## config.mk

```make
export PLATFORM = sky130hd
export DESIGN_NAME = i2cdt_top
export DESIGN_NICKNAME = d
export VERILOG_FILES = /design/src/design/i2cdt_top.v
export VERILOG_INCLUDE_DIRS = /design/src /design/src/design
export SDC_FILE = /design/constraint.sdc
export NUM_CORES = 1
export LEC_CHECK = 0
export ABC_CLOCK_PERIOD_IN_PS = 10800
export BUFFER_PORTS_ARGS = -buffer_cell sky130_fd_sc_hd__buf_2
export CAP_MARGIN = 20
export CORE_UTILIZATION = 55
export CTS_CLUSTER_DIAMETER = 100
export DETAILED_ROUTE_END_ITERATION = 8
export PLACE_DENSITY = 0.7
export SYNTH_ARGS = -nofsm -noshare
export SYNTH_HDL_FRONTEND = slang
export SYNTH_HIERARCHICAL = 1
export SYNTH_SLANG_ARGS = --single-unit
```

## constraint.sdc

```tcl
create_clock -name REF_CLK -period 10.8 [get_ports REF_CLK]
set_clock_uncertainty 0.1 [all_clocks]
set_input_delay 0.54 -clock REF_CLK [delete_from_list [all_inputs] [get_ports REF_CLK]]
set_output_delay 0.54 -clock REF_CLK [all_outputs]
set_load 0.005 [all_outputs]
```

## src/design/i2cdt_regs.vh

```
`ifndef I2CDT_REGS_VH
`define I2CDT_REGS_VH
// Target type codes carried in address byte bits 7..4.
`define I2CDT_ID_MEM 4'ha
`define I2CDT_ID_CMP 4'hd
// Highest valid companion register address.
`define I2CDT_CMP_LAST 8'h18
// Reset values of the two saved address latches.
`define I2CDT_MEM_ADDR_RST 15'h0000
`define I2CDT_CMP_ADDR_RST 8'h00
// Glitch filter length in REF_CLK cycles for the bus lines.
`define I2CDT_FILT_LEN 3
// REF_CLK cycles after each change of our own data drive during which bus conditions are ignored.
`define I2CDT_OWN_HOLD 4'ha
// Staging FIFO depth and its pointer width.
`define I2CDT_FIFO_DEPTH 16
`define I2CDT_FIFO_AW 4
`endif

```

## src/design/i2cdt_top.v

```verilog
// Behaviour
// - Address byte upper nibble 1010b selects the memory target.
// - Address byte upper nibble 1101b selects the companion register target.
// - Companion transactions never write the memory array.
// - Respond only when address bits 2..1 match the two select straps.
// - Address bit 0 high means read, low means write.
// - SDA rising while SCL high is stop; abort any operation.
// - SDA falling while SCL high is start; abort and await address.
// - Supply below trip threshold aborts the current transaction.
// - SDA stable while SCL high; data sampled on SCL high.
// - Transmitter releases SDA on ninth clock; receiver drives low to acknowledge.
// - No acknowledge ends the operation; device waits to be addressed again.
// - Read: drive eight bits, sample acknowledge, continue on ack, stop on nack.
// - Write: receive eight bits, then drive acknowledge on the next clock.
// - All bytes are shifted most significant bit first.
// - Memory write takes two address bytes forming a 15-bit latch.
// - Memory address increments per data byte before ack, wrapping 7FFFh to 0000h.
// - Memory address is kept until rewritten or supply trips; reads use it.
// - Bursts have no length limit.
// - Write address then repeated start read reads from new address.
// - Companion takes one register address byte, 00h through 18h valid.
// - Companion address above 18h gets no acknowledge and aborts.
// - Memory writes have no busy period; device always acknowledges when addressed. A data byte is not acknowledged while the write FIFO is full.
// - Array write issued after eighth bit, before ack; aborts earlier write nothing.
// - Memory and companion keep separate saved addresses.
// - Companion address auto-increments after each transferred byte.
`timescale 1ns/1ps
`include "i2cdt_regs.vh"

module i2cdt_fifo #(
  parameter WIDTH = 24,
  parameter DEPTH = 16,
  parameter AW = 4
) (
  input wire clk,
  input wire rst_n,
  input wire clr,
  input wire in_valid,
  output wire in_ready,
  input wire [WIDTH-1:0] in_data,
  output wire out_valid,
  input wire out_ready,
  output wire [WIDTH-1:0] out_data
);
  reg [WIDTH-1:0] mem_r [0:DEPTH-1];
  reg [AW-1:0] wp_r;
  reg [AW-1:0] rp_r;
  reg [AW:0] cnt_r;
  wire push;
  wire pop;

  // Full and empty come straight from the occupancy count.
  assign in_ready = (cnt_r != DEPTH[AW:0]);
  assign out_valid = (cnt_r != {(AW+1){1'b0}});
  assign out_data = mem_r[rp_r];
  assign push = in_valid & in_ready;
  assign pop = out_valid & out_ready;

  // Storage is written without reset; only pointers and count need a defined value.
  always @(posedge clk) begin
    if (push) begin
      mem_r[wp_r] <= in_data;
    end
  end

  // Pointer and count update; clear drops pending entries.
  always @(posedge clk or negedge rst_n) begin
    if (!rst_n) begin
      wp_r <= {AW{1'b0}};
      rp_r <= {AW{1'b0}};
      cnt_r <= {(AW+1){1'b0}};
    end else if (clr) begin
      wp_r <= {AW{1'b0}};
      rp_r <= {AW{1'b0}};
      cnt_r <= {(AW+1){1'b0}};
    end else begin
      if (push) begin
        wp_r <= wp_r + {{(AW-1){1'b0}}, 1'b1};
      end
      if (pop) begin
        rp_r <= rp_r + {{(AW-1){1'b0}}, 1'b1};
      end
      if (push && !pop) begin
        cnt_r <= cnt_r + {{AW{1'b0}}, 1'b1};
      end else if (pop && !push) begin
        cnt_r <= cnt_r - {{AW{1'b0}}, 1'b1};
      end
    end
  end
endmodule

module i2cdt_top (
  input wire REF_CLK,
  input wire RST_N,
  input wire SCL_IN,
  input wire SDA_IN,
  output wire SDA_OUT,
  output wire SDA_OE,
  input wire [1:0] SEL_PINS,
  input wire SUPPLY_LOW,
  output wire WR_VALID,
  input wire WR_READY,
  output wire WR_TARGET,
  output wire [14:0] WR_ADDR,
  output wire [7:0] WR_DATA,
  output reg RD_REQ,
  output reg RD_TARGET,
  output reg [14:0] RD_ADDR,
  input wire [7:0] RD_DATA,
  output wire BUSY
);
  localparam ST_IDLE = 3'h0;
  localparam ST_DEVADDR = 3'h1;
  localparam ST_ADDRHI = 3'h2;
  localparam ST_ADDRLO = 3'h3;
  localparam ST_WDATA = 3'h4;
  localparam ST_RDATA = 3'h5;

  reg [2:0] scl_s_r;
  reg [2:0] sda_s_r;
  reg [1:0] sup_s_r;
  reg [1:0] scl_cnt_r;
  reg [1:0] sda_cnt_r;
  reg scl_f_r;
  reg sda_f_r;
  reg scl_d_r;
  reg sda_d_r;
  reg [2:0] state_r;
  reg [3:0] bit_r;
  reg [7:0] shift_r;
  reg [7:0] tx_r;
  reg ack_phase_r;
  reg ack_drive_r;
  reg bit_drive_r;
  reg rise_seen_r;
  reg oe_d_r;
  reg [3:0] own_hold_r;
  reg is_cmp_r;
  reg [14:0] mem_addr_r;
  reg [7:0] cmp_addr_r;
  reg [6:0] hi_r;
  wire scl_rise;
  wire scl_fall;
  wire start_det;
  wire stop_det;
  wire abort;
  wire [7:0] rx_byte;
  wire wr_push;
  wire fifo_ready;
  wire [23:0] fifo_out;
  wire [14:0] cur_addr;

  // Three flops per bus line, two for the supply; the third stage is the first one logic may read.
  always @(posedge REF_CLK or negedge RST_N) begin
    if (!RST_N) begin
      scl_s_r <= 3'h7;
      sda_s_r <= 3'h7;
      sup_s_r <= 2'h0;
    end else begin
      scl_s_r <= {scl_s_r[1:0], SCL_IN};
      sda_s_r <= {sda_s_r[1:0], SDA_IN};
      sup_s_r <= {sup_s_r[0], SUPPLY_LOW};
    end
  end

  // Straps sampled through two flops; kept apart from the line chains above.
  reg [1:0] sel_a_r;
  reg [1:0] sel_b_r;
  always @(posedge REF_CLK or negedge RST_N) begin
    if (!RST_N) begin
      sel_a_r <= 2'h0;
      sel_b_r <= 2'h0;
    end else begin
      sel_a_r <= SEL_PINS;
      sel_b_r <= sel_a_r;
    end
  end

  // A line level is accepted only after it holds for the filter length, which rejects short spikes.
  always @(posedge REF_CLK or negedge RST_N) begin
    if (!RST_N) begin
      scl_cnt_r <= 2'h0;
      sda_cnt_r <= 2'h0;
      scl_f_r <= 1'b1;
      sda_f_r <= 1'b1;
      scl_d_r <= 1'b1;
      sda_d_r <= 1'b1;
    end else begin
      scl_d_r <= scl_f_r;
      sda_d_r <= sda_f_r;
      if (scl_s_r[2] == scl_f_r) begin
        scl_cnt_r <= 2'h0;
      end else if (scl_cnt_r == (`I2CDT_FILT_LEN - 1)) begin
        scl_cnt_r <= 2'h0;
        scl_f_r <= scl_s_r[2];
      end else begin
        scl_cnt_r <= scl_cnt_r + 2'h1;
      end
      if (sda_s_r[2] == sda_f_r) begin
        sda_cnt_r <= 2'h0;
      end else if (sda_cnt_r == (`I2CDT_FILT_LEN - 1)) begin
        sda_cnt_r <= 2'h0;
        sda_f_r <= sda_s_r[2];
      end else begin
        sda_cnt_r <= sda_cnt_r + 2'h1;
      end
    end
  end

  // Edge and condition detection on the filtered lines.
  assign scl_rise = scl_f_r & ~scl_d_r;
  assign scl_fall = ~scl_f_r & scl_d_r;
  assign start_det = scl_f_r & scl_d_r & sda_d_r & ~sda_f_r & (own_hold_r == 4'h0);
  assign stop_det = scl_f_r & scl_d_r & ~sda_d_r & sda_f_r & (own_hold_r == 4'h0);

  // Our own drive returns through the input filter late, often inside a high clock phase.
  // Conditions are ignored briefly after each change so the device never aborts itself.
  // Limitation: a real condition within that short window after our own edge is missed.
  always @(posedge REF_CLK or negedge RST_N) begin
    if (!RST_N) begin
      oe_d_r <= 1'b0;
      own_hold_r <= 4'h0;
    end else begin
      oe_d_r <= SDA_OE;
      if (SDA_OE != oe_d_r) begin
        own_hold_r <= `I2CDT_OWN_HOLD;
      end else if (own_hold_r != 4'h0) begin
        own_hold_r <= own_hold_r - 4'h1;
      end
    end
  end
  assign abort = start_det | stop_det | sup_s_r[1];
  assign rx_byte = {shift_r[6:0], sda_f_r};
  assign cur_addr = is_cmp_r ? {7'h00, cmp_addr_r} : mem_addr_r;

  // Main byte engine: bits taken at the end of the SCL high phase, SDA changed on SCL fall.
  always @(posedge REF_CLK or negedge RST_N) begin
    if (!RST_N) begin
      state_r <= ST_IDLE;
      bit_r <= 4'h0;
      shift_r <= 8'h00;
      tx_r <= 8'h00;
      ack_phase_r <= 1'b0;
      ack_drive_r <= 1'b0;
      bit_drive_r <= 1'b0;
      rise_seen_r <= 1'b0;
      is_cmp_r <= 1'b0;
      mem_addr_r <= `I2CDT_MEM_ADDR_RST;
      cmp_addr_r <= `I2CDT_CMP_ADDR_RST;
      hi_r <= 7'h00;
      RD_REQ <= 1'b0;
      RD_TARGET <= 1'b0;
      RD_ADDR <= 15'h0000;
    end else begin
      RD_REQ <= 1'b0;
      if (sup_s_r[1]) begin
        // Tripped supply loses the saved address as the array would.
        state_r <= ST_IDLE;
        ack_drive_r <= 1'b0;
        bit_drive_r <= 1'b0;
        mem_addr_r <= `I2CDT_MEM_ADDR_RST;
      end else if (start_det) begin
        state_r <= ST_DEVADDR;
        bit_r <= 4'h0;
        rise_seen_r <= 1'b0;
        ack_phase_r <= 1'b0;
        ack_drive_r <= 1'b0;
        bit_drive_r <= 1'b0;
      end else if (stop_det) begin
        state_r <= ST_IDLE;
        ack_drive_r <= 1'b0;
        bit_drive_r <= 1'b0;
      end else if (state_r != ST_IDLE) begin
        // Sampling at the fall sees our own earlier drive settled; at the rise it may still be in the filter.
        // The fall that ends a start condition follows no rise and carries no bit.
        if (scl_rise) begin
          rise_seen_r <= 1'b1;
        end
        if (scl_fall && rise_seen_r) begin
          if (!ack_phase_r && bit_r != 4'h7) begin
            shift_r <= rx_byte;
            bit_r <= bit_r + 4'h1;
            if (state_r == ST_RDATA) begin
              bit_drive_r <= ~tx_r[7];
              tx_r <= {tx_r[6:0], 1'b0};
            end
          end else if (!ack_phase_r) begin
            // Eighth bit complete: decide the acknowledge slot.
            shift_r <= rx_byte;
            ack_phase_r <= 1'b1;
            bit_r <= 4'h0;
            bit_drive_r <= 1'b0;
            ack_drive_r <= 1'b0;
            case (state_r)
              ST_DEVADDR: begin
                if ((rx_byte[7:4] == `I2CDT_ID_MEM || rx_byte[7:4] == `I2CDT_ID_CMP)
                    && rx_byte[2:1] == sel_b_r) begin
                  ack_drive_r <= 1'b1;
                  is_cmp_r <= (rx_byte[7:4] == `I2CDT_ID_CMP);
                  if (rx_byte[0]) begin
                    state_r <= ST_RDATA;
                  end else if (rx_byte[7:4] == `I2CDT_ID_CMP) begin
                    state_r <= ST_ADDRLO;
                  end else begin
                    state_r <= ST_ADDRHI;
                  end
                end else begin
                  state_r <= ST_IDLE;
                end
              end
              ST_ADDRHI: begin
                hi_r <= rx_byte[6:0];
                ack_drive_r <= 1'b1;
                state_r <= ST_ADDRLO;
              end
              ST_ADDRLO: begin
                if (is_cmp_r) begin
                  if (rx_byte > `I2CDT_CMP_LAST) begin
                    state_r <= ST_IDLE;
                  end else begin
                    cmp_addr_r <= rx_byte;
                    ack_drive_r <= 1'b1;
                    state_r <= ST_WDATA;
                  end
                end else begin
                  mem_addr_r <= {hi_r, rx_byte};
                  ack_drive_r <= 1'b1;
                  state_r <= ST_WDATA;
                end
              end
              ST_WDATA: begin
                // Written byte leaves with its address; ack only if the FIFO took it.
                ack_drive_r <= fifo_ready;
                if (is_cmp_r) begin
                  cmp_addr_r <= (cmp_addr_r == `I2CDT_CMP_LAST) ? 8'h00 : cmp_addr_r + 8'h01;
                end else begin
                  mem_addr_r <= mem_addr_r + 15'h0001;
                end
              end
              ST_RDATA: begin
                if (is_cmp_r) begin
                  cmp_addr_r <= (cmp_addr_r == `I2CDT_CMP_LAST) ? 8'h00 : cmp_addr_r + 8'h01;
                end else begin
                  mem_addr_r <= mem_addr_r + 15'h0001;
                end
              end
              default: begin
                state_r <= ST_IDLE;
              end
            endcase
          end else if (ack_phase_r) begin
            // End of the acknowledge clock.
            ack_phase_r <= 1'b0;
            ack_drive_r <= 1'b0;
            if (state_r == ST_RDATA) begin
              if (sda_f_r) begin
                state_r <= ST_IDLE;
                bit_drive_r <= 1'b0;
              end else begin
                bit_drive_r <= ~RD_DATA[7];
                tx_r <= {RD_DATA[6:0], 1'b0};
              end
            end else if (!ack_drive_r) begin
              state_r <= ST_IDLE;
            end
          end
        end
        // Fetch the next read byte during the acknowledge clock's high phase.
        if (scl_rise && ack_phase_r && (state_r == ST_RDATA || state_r == ST_DEVADDR)) begin
          RD_REQ <= 1'b1;
          RD_TARGET <= is_cmp_r;
          RD_ADDR <= cur_addr;
        end
      end
    end
  end

  // Data line only ever pulled low; released in every other slot.
  assign SDA_OUT = 1'b0;
  assign SDA_OE = ack_drive_r | bit_drive_r;
  assign BUSY = (state_r != ST_IDLE);

  // Write bytes pushed when the acknowledge slot begins for a data byte.
  assign wr_push = scl_fall & rise_seen_r & ~ack_phase_r & (bit_r == 4'h7) & (state_r == ST_WDATA)
    & ~abort & ~sup_s_r[1];

  i2cdt_fifo #(
    .WIDTH(24),
    .DEPTH(`I2CDT_FIFO_DEPTH),
    .AW(`I2CDT_FIFO_AW)
  ) u_fifo (
    .clk(REF_CLK),
    .rst_n(RST_N),
    .clr(1'b0),
    .in_valid(wr_push),
    .in_ready(fifo_ready),
    .in_data({is_cmp_r, cur_addr, rx_byte}),
    .out_valid(WR_VALID),
    .out_ready(WR_READY),
    .out_data(fifo_out)
  );

  // Companion entries carry their register address in the low byte of the address field.
  assign WR_TARGET = fifo_out[23];
  assign WR_ADDR = fifo_out[22:8];
  assign WR_DATA = fifo_out[7:0];
endmodule

```

# Yosys cells after proc, flatten, opt, wreduce, memory -nomap -nowiden
# Memory sizes are Yosys's and may differ from the RTL's.
# Cells that the tools add are included.
[op_classes]
n_addsub = 10
order_cmp = 1
n_eq_ne = 37
mux = 91
n_bitwise = 34
n_reduce_logical = 44
[ops]
columns = ["op", "count"]
rows = [
  ["15-bit 2-to-1 mux", 10],
  ["8-bit 2-to-1 mux", 9],
  ["3-bit 2-to-1 mux", 14],
  ["1-bit 2-to-1 mux", 38],
  ["4-bit 2-to-1 mux", 8],
  ["15-bit case mux with 2 select lines", 1],
  ["9-bit AND reduction", 2],
  ["2-bit nonzero test", 9],
  ["1-bit AND", 17],
  ["2-bit inequality test (second input constant)", 8],
  ["8-bit case mux with 2 select lines", 1],
  ["8-bit AND reduction", 2],
  ["15-bit by 1-bit adder with 15-bit output (second input constant)", 1],
  ["5-bit AND reduction", 3],
  ["7-bit 2-to-1 mux", 2],
  ["1-bit inverter", 14],
  ["4-bit by 1-bit adder with 4-bit output (second input constant)", 3],
  ["3-bit case mux with 4 select lines", 1],
  ["6-bit AND reduction", 2],
  ["4-bit nonzero test", 3],
  ["11-bit AND reduction", 1],
  ["5-bit 2-to-1 mux", 2],
  ["8-bit by 1-bit adder with 8-bit output (second input constant)", 1],
  ["4-bit == test (second input constant)", 2],
  ["other kinds (38)", 63],
]
[totals]
register_bits = 112
mem_bits_rw = 384
in_bits = 16
out_inout_bits = 45
memories = 1
[mem_list]
columns = ["name", "depth", "width", "rd", "rd_ports_with_merged_regs", "wr", "line_no", "source"]
rows = [
  ["u_fifo.mem_r", 16, 24, 1, 0, 1, "i2cdt_top.v:45", "reg [WIDTH-1:0] mem_r [0:DEPTH-1];"],
]

# Logic depth before layout (Yosys ltp)
[logic_depth]
depth_word = 14
mapped_depth = 12
ltp_nobuf = 12

# By module
# Netlist, hierarchy kept.
[modules_own_cells]
columns = ["mod", "n_inst", "cells_each", "area_per_inst_um2", "seq_area_each_um2"]
rows = [
  ["i2cdt_fifo", 1, 647, 15382.3, 11856.4],
  ["i2cdt_top", 1, 498, 5072.4, 2464.9],
]

# Worst setup path before layout
# OpenSTA, ideal clock, no wires.
[synth_timing]
kind = "register to register"
startpoint = "reg bit_r[0]"
endpoint = "mem u_fifo.mem_r[0][0], enable pin"
setup_ns = 0.435
arrival_time_ns = 3.719
required_time_ns = 10.265
setup_slack_ns = 6.546
path_stages_with_launch = 9
path_buffers = 0
period_less_slack_ns = 4.254
cell_sequence = "dfrtp_1 > ha_1 > and3b_1 > nand4_1 > nor3_1 > inv_1 > a21oi_1 > nand2_1 > nor3_1"
[synth_via]
elab_chain_cells = 8
[synth_lines]
columns = ["item", "line_no", "source"]
rows = [
  ["start: declaration", "i2cdt_top.v:129", "reg [3:0] bit_r;"],
  ["start signal: assignment", "i2cdt_top.v:282", "bit_r <= bit_r + 4'h1;"],
  ["4-bit by 3-bit == test with 1-bit output", "i2cdt_top.v:384", "assign wr_push = scl_fall & rise_seen_r & ~ack_phase_r & (bit_r == 4'h7) & (state_r == ST_WDATA)"],
  ["1-bit AND (2 in series)", "i2cdt_top.v:384", ""],
  ["1-bit AND (2 in series)", "i2cdt_top.v:385", "& ~abort & ~sup_s_r[1];"],
  ["via wr_push", "i2cdt_top.v:148", "wire wr_push;"],
  ["1-bit AND", "i2cdt_top.v:56", "assign push = in_valid & in_ready;"],
  ["1-bit 2-to-1 mux", "i2cdt_top.v:61", "if (push) begin"],
  ["1-bit 2-to-1 mux (implied by the code)", "i2cdt_top.v:62", "mem_r[wp_r] <= in_data;"],
  ["end: declaration", "i2cdt_top.v:45", ""],
]
# The timed path passes the listed nets, and every way through them passes these cells.

# Final worst setup path
[layout_timing]
startpoint = "reg u_fifo.rp_r[0]"
endpoint = "out WR_DATA[2]"
[layout_via]
elab_chain_cells = 1
[layout_lines]
columns = ["item", "line_no", "source"]
rows = [
  ["start: declaration", "i2cdt_top.v:47", "reg [AW-1:0] rp_r;"],
  ["start signal: assignment", "i2cdt_top.v:70", "rp_r <= {AW{1'b0}};"],
  ["start signal: assignment", "i2cdt_top.v:74", "rp_r <= {AW{1'b0}};"],
  ["start signal: assignment", "i2cdt_top.v:81", "rp_r <= rp_r + {{(AW-1){1'b0}}, 1'b1};"],
  ["memory read 16 x 24 bit", "n/a", ""],
  ["end: declaration", "i2cdt_top.v:105", "output wire [7:0] WR_DATA,"],
]
# Every way passes these cells.

==> impl_metrics.tcl <==
set metrics [dict create \
    status "finished, final reports clean" \
    crit_family "multiplexers" \
    ant_nets 0 \
    tns_ps 0 \
    cpMaxStageDelayCell "dfrtp_4" \
    yosysTopAreaCell "edfxtp_1" \
    whs_ps 127.1 \
    cp-start-kind "register" \
    finalHoldViolations 0 \
    setup_viol 0 \
    grt_overflow 0 \
    synthTopCellsByCount "edfxtp_1 (384), mux4_2 (120), dfrtp_1 (101)" \
    crit_fanout 50 \
    root_buffer "clkbuf_16" \
    insertion_delay_ps 580 \
    synth_mux_area_share_pct 16.12 \
    rsz0062_at_grt "false" \
    vias_per_cell 6.169 \
    worst_setup_path_end_kind "output port" \
    drc 0 \
    worst_pin_slew_ps 1065 \
    portBuffers 59 \
    peakVddDrop_v 0.0001658 \
    finalNetCount 1270 \
    gp_congestion 0.8384 \
    crit_path_start "u_fifo/rp_r[0]" \
    rows 70 \
    grt_pass1_wl_mm 66.07 \
    pin_count 61 \
    postSynthAreaPerCell_um2 17.86 \
    grt_antenna_before_repair 1 \
    synth_top_family_by_area "multiplexers" \
    drive_gt1_share_pct 29.14 \
    crit_path_cell_trace "buf_4, mux4_2, mux4_2, buf_2" \
    yosysMostFrequentCell "edfxtp_1" \
    grt.total_usage_pct 23.50 \
    grt_pass1_vias 10890 \
    synth_cell_types 83 \
    critPathBufInv 2 \
    die-area_um2 37960 \
    drtIter0Drc 1056 \
    ctsResizeCount 0 \
    synth_warnings 6 \
    synth-edff-count 384 \
    timing.final.crit_share_pct 42.81 \
    cp.arrival_ps 3980 \
    area_growth_pct 12.97 \
    slew_headroom_pct 28.77 \
    die_y_um 194.8 \
    synth-async-reset-ratio_pct 22.42 \
    grt_start_max_net_pins 64 \
    wl_mm 43.21 \
    cp.required_ps 10160 \
    synth-simple-area-share_pct 5.781 \
    synth_cells 1145 \
    clock-sinks 495 \
    clkSlewWorstSetupHoldPaths_ps 60 \
    start_util_pct 55.87 \
    worst-setup-path-type "reg -> out" \
    synthXorXnorAreaFrac_pct 0.6851 \
    nFillCells 2560 \
    min-delay-start "RD_DATA[0]" \
    leakage_nw 7.028 \
    ys_ff_latch 495 \
    synth_compound_area_share_pct 4.368 \
    vias 10789 \
    r2r-start "sup_s_r[1]" \
    firstDrtPassIters 7 \
    synth_fa_ha_area_share_pct 1.015 \
    cts_buffer_depth 3 \
    cts_tree "yes" \
    drv_cap 0 \
    die_w_um 194.8 \
    wl_per_cell_um 24.70 \
    syn_area_um2 20450 \
    core_um2 36610 \
    power_density_nw_per_um2 184.1 \
    synthFlopType "edfxtp_1" \
    synth_area_leaders "edfxtp_1 (56%), mux4_2 (13%), dfrtp_1 (12%), mux2_2 (1.5%), dfstp_2 (1.3%)" \
    cpMostUsedCell "mux4_2" \
    fmax_ghz 0.2163 \
    htree_levels 2 \
    period_minus_slack_ps 4624 \
    hp-class "in -> reg" \
    dp_hpwl_mm 25.32 \
    synth_seq_area_share_pct 70.01 \
    slew_violations 0 \
    yosysTopAreaCellShare_pct 56.37 \
    numCtsBuffers 51 \
    critical_path.max_stage_delay_ps 1070 \
]
final cells by class:
| type | instances | area [um2] | share of cell area, % |
|---|---|---|---|
| multi-input combinational | 572 | 5803 | 25.11 |
| clock buffer | 67 | 1406 | 6.086 |
| timing repair buffer | 98 | 625.6 | 2.707 |
| antenna | 1 | 2.502 | 0.01083 |
| inverter | 20 | 75.07 | 0.3249 |
| clock inverter | 28 | 280.3 | 1.213 |
| tap | 468 | 585.6 | 2.534 |
| sequential | 495 | 14330 | 62.01 |
final timing paths:
| path | to | slack, ps | depth (start not counted) |
|---|---|---|---|
| setup / recovery | WR_DATA[2] | 6180 | 4 |
| hold / removal | tx_r[1] | 130 | 3 |
| setup reg to reg | u_fifo/mem_r[14][17] | 6430 | 8 |
| hold reg to reg | sda_s_r[2] | 250 | 0 |
| max in group asynchronous | u_fifo/rp_r[0] | 8820 | 3 |
| min in group asynchronous | RD_ADDR[14] | 460 | 2 |
state kept, by name, summed over array words and instances (netlist names), 2 cells and up:
name / cells
u_fifo/mem_r: 384
RD_ADDR: 15
mem_addr_r: 15
cmp_addr_r: 8
hi_r: 7
shift_r: 7
tx_r: 7
u_fifo/cnt_r: 5
bit_r: 4
own_hold_r: 4
u_fifo/rp_r: 4
u_fifo/wp_r: 4
scl_s_r: 3
sda_s_r: 3
state_r: 3
scl_cnt_r: 2
sda_cnt_r: 2
sel_a_r: 2
sel_b_r: 2
sup_s_r: 2
report_power, final:
group          internal [mW]  switching [mW]  total [mW]
clock network           1.04           0.703        1.74
registers               2.08           0.114        2.19
logic                  0.169           0.151       0.320
stage by stage:
step / setup WS (ps) / utilization (%) / power [mW] / instance area, um2 / std cells
finish: 6176 / 63.12 / 4.253 / 23110 / 1749
global route: 5873 / 63.11 / 4.405 / 23110 / 1748
CTS: 6063 / 62.94 / 4.291 / 23040 / 1742
detailed placement: 6372 / 58.16 / 2.559 / 21290 / 1641
global placement: 6475 / 58.16 / 2.551 / 21290 / 1641
floorplan: 6546 / - / 2.484 / 20470 / 1150
worst min-delay path: cells and delay by family:
| family | cells | cell delay (ps) |
|---|---|---|
| buffers and inverters | 1 | 90 |
| AO/OA/AOI/OAI | 1 | 70 |
| AND/OR/NAND/NOR | 1 | 50 |
routing by layer:
metal	global-route usage (%)	routed length, um	up-vias
met3	3.956	2665	62
met2	38.44	21500	375
met4	5.220	686	0
li1	-	-	4745
met5	0	0	-
met1	33.59	18360	5607
cells in the final DEF, fill, tap and decap left out, drive strengths merged, types with 7 or more instances in the layout:
master  instances
mux2i          11
nor2b          11
nand4           9
ha             15
xnor2          11
nor2           58
mux2           40
and3            7
inv            22
a21oi          23
o21ai          41
mux4          120
dfrtp         101
edfxtp        384
nand3          16
dfstp          10
a31oi           8
nand2          69
nor3           18
or3             8
clkbuf         67
clkinv         20
buf            92
logic make-up (layout without fill, tap and decap cells):
group	count (synthesis)	in the layout
flip-flops	495	495
AND/OR/NAND/NOR	230	230
multiplexers	171	171
AO/OA/AOI/OAI	133	133
buffers and inverters	83	213
adder cells (fa/ha/maj)	16	16
XOR/XNOR	16	16
other	1	7
repair_timing:
| action | in CTS | in global routing |
|---|---|---|
| endpoints found under the hold margin | 50 | 0 |
| hold buffers | 6 | 0 |
| buffers inserted | 0 | 0 |
Power figures use the tool's default switching activity.
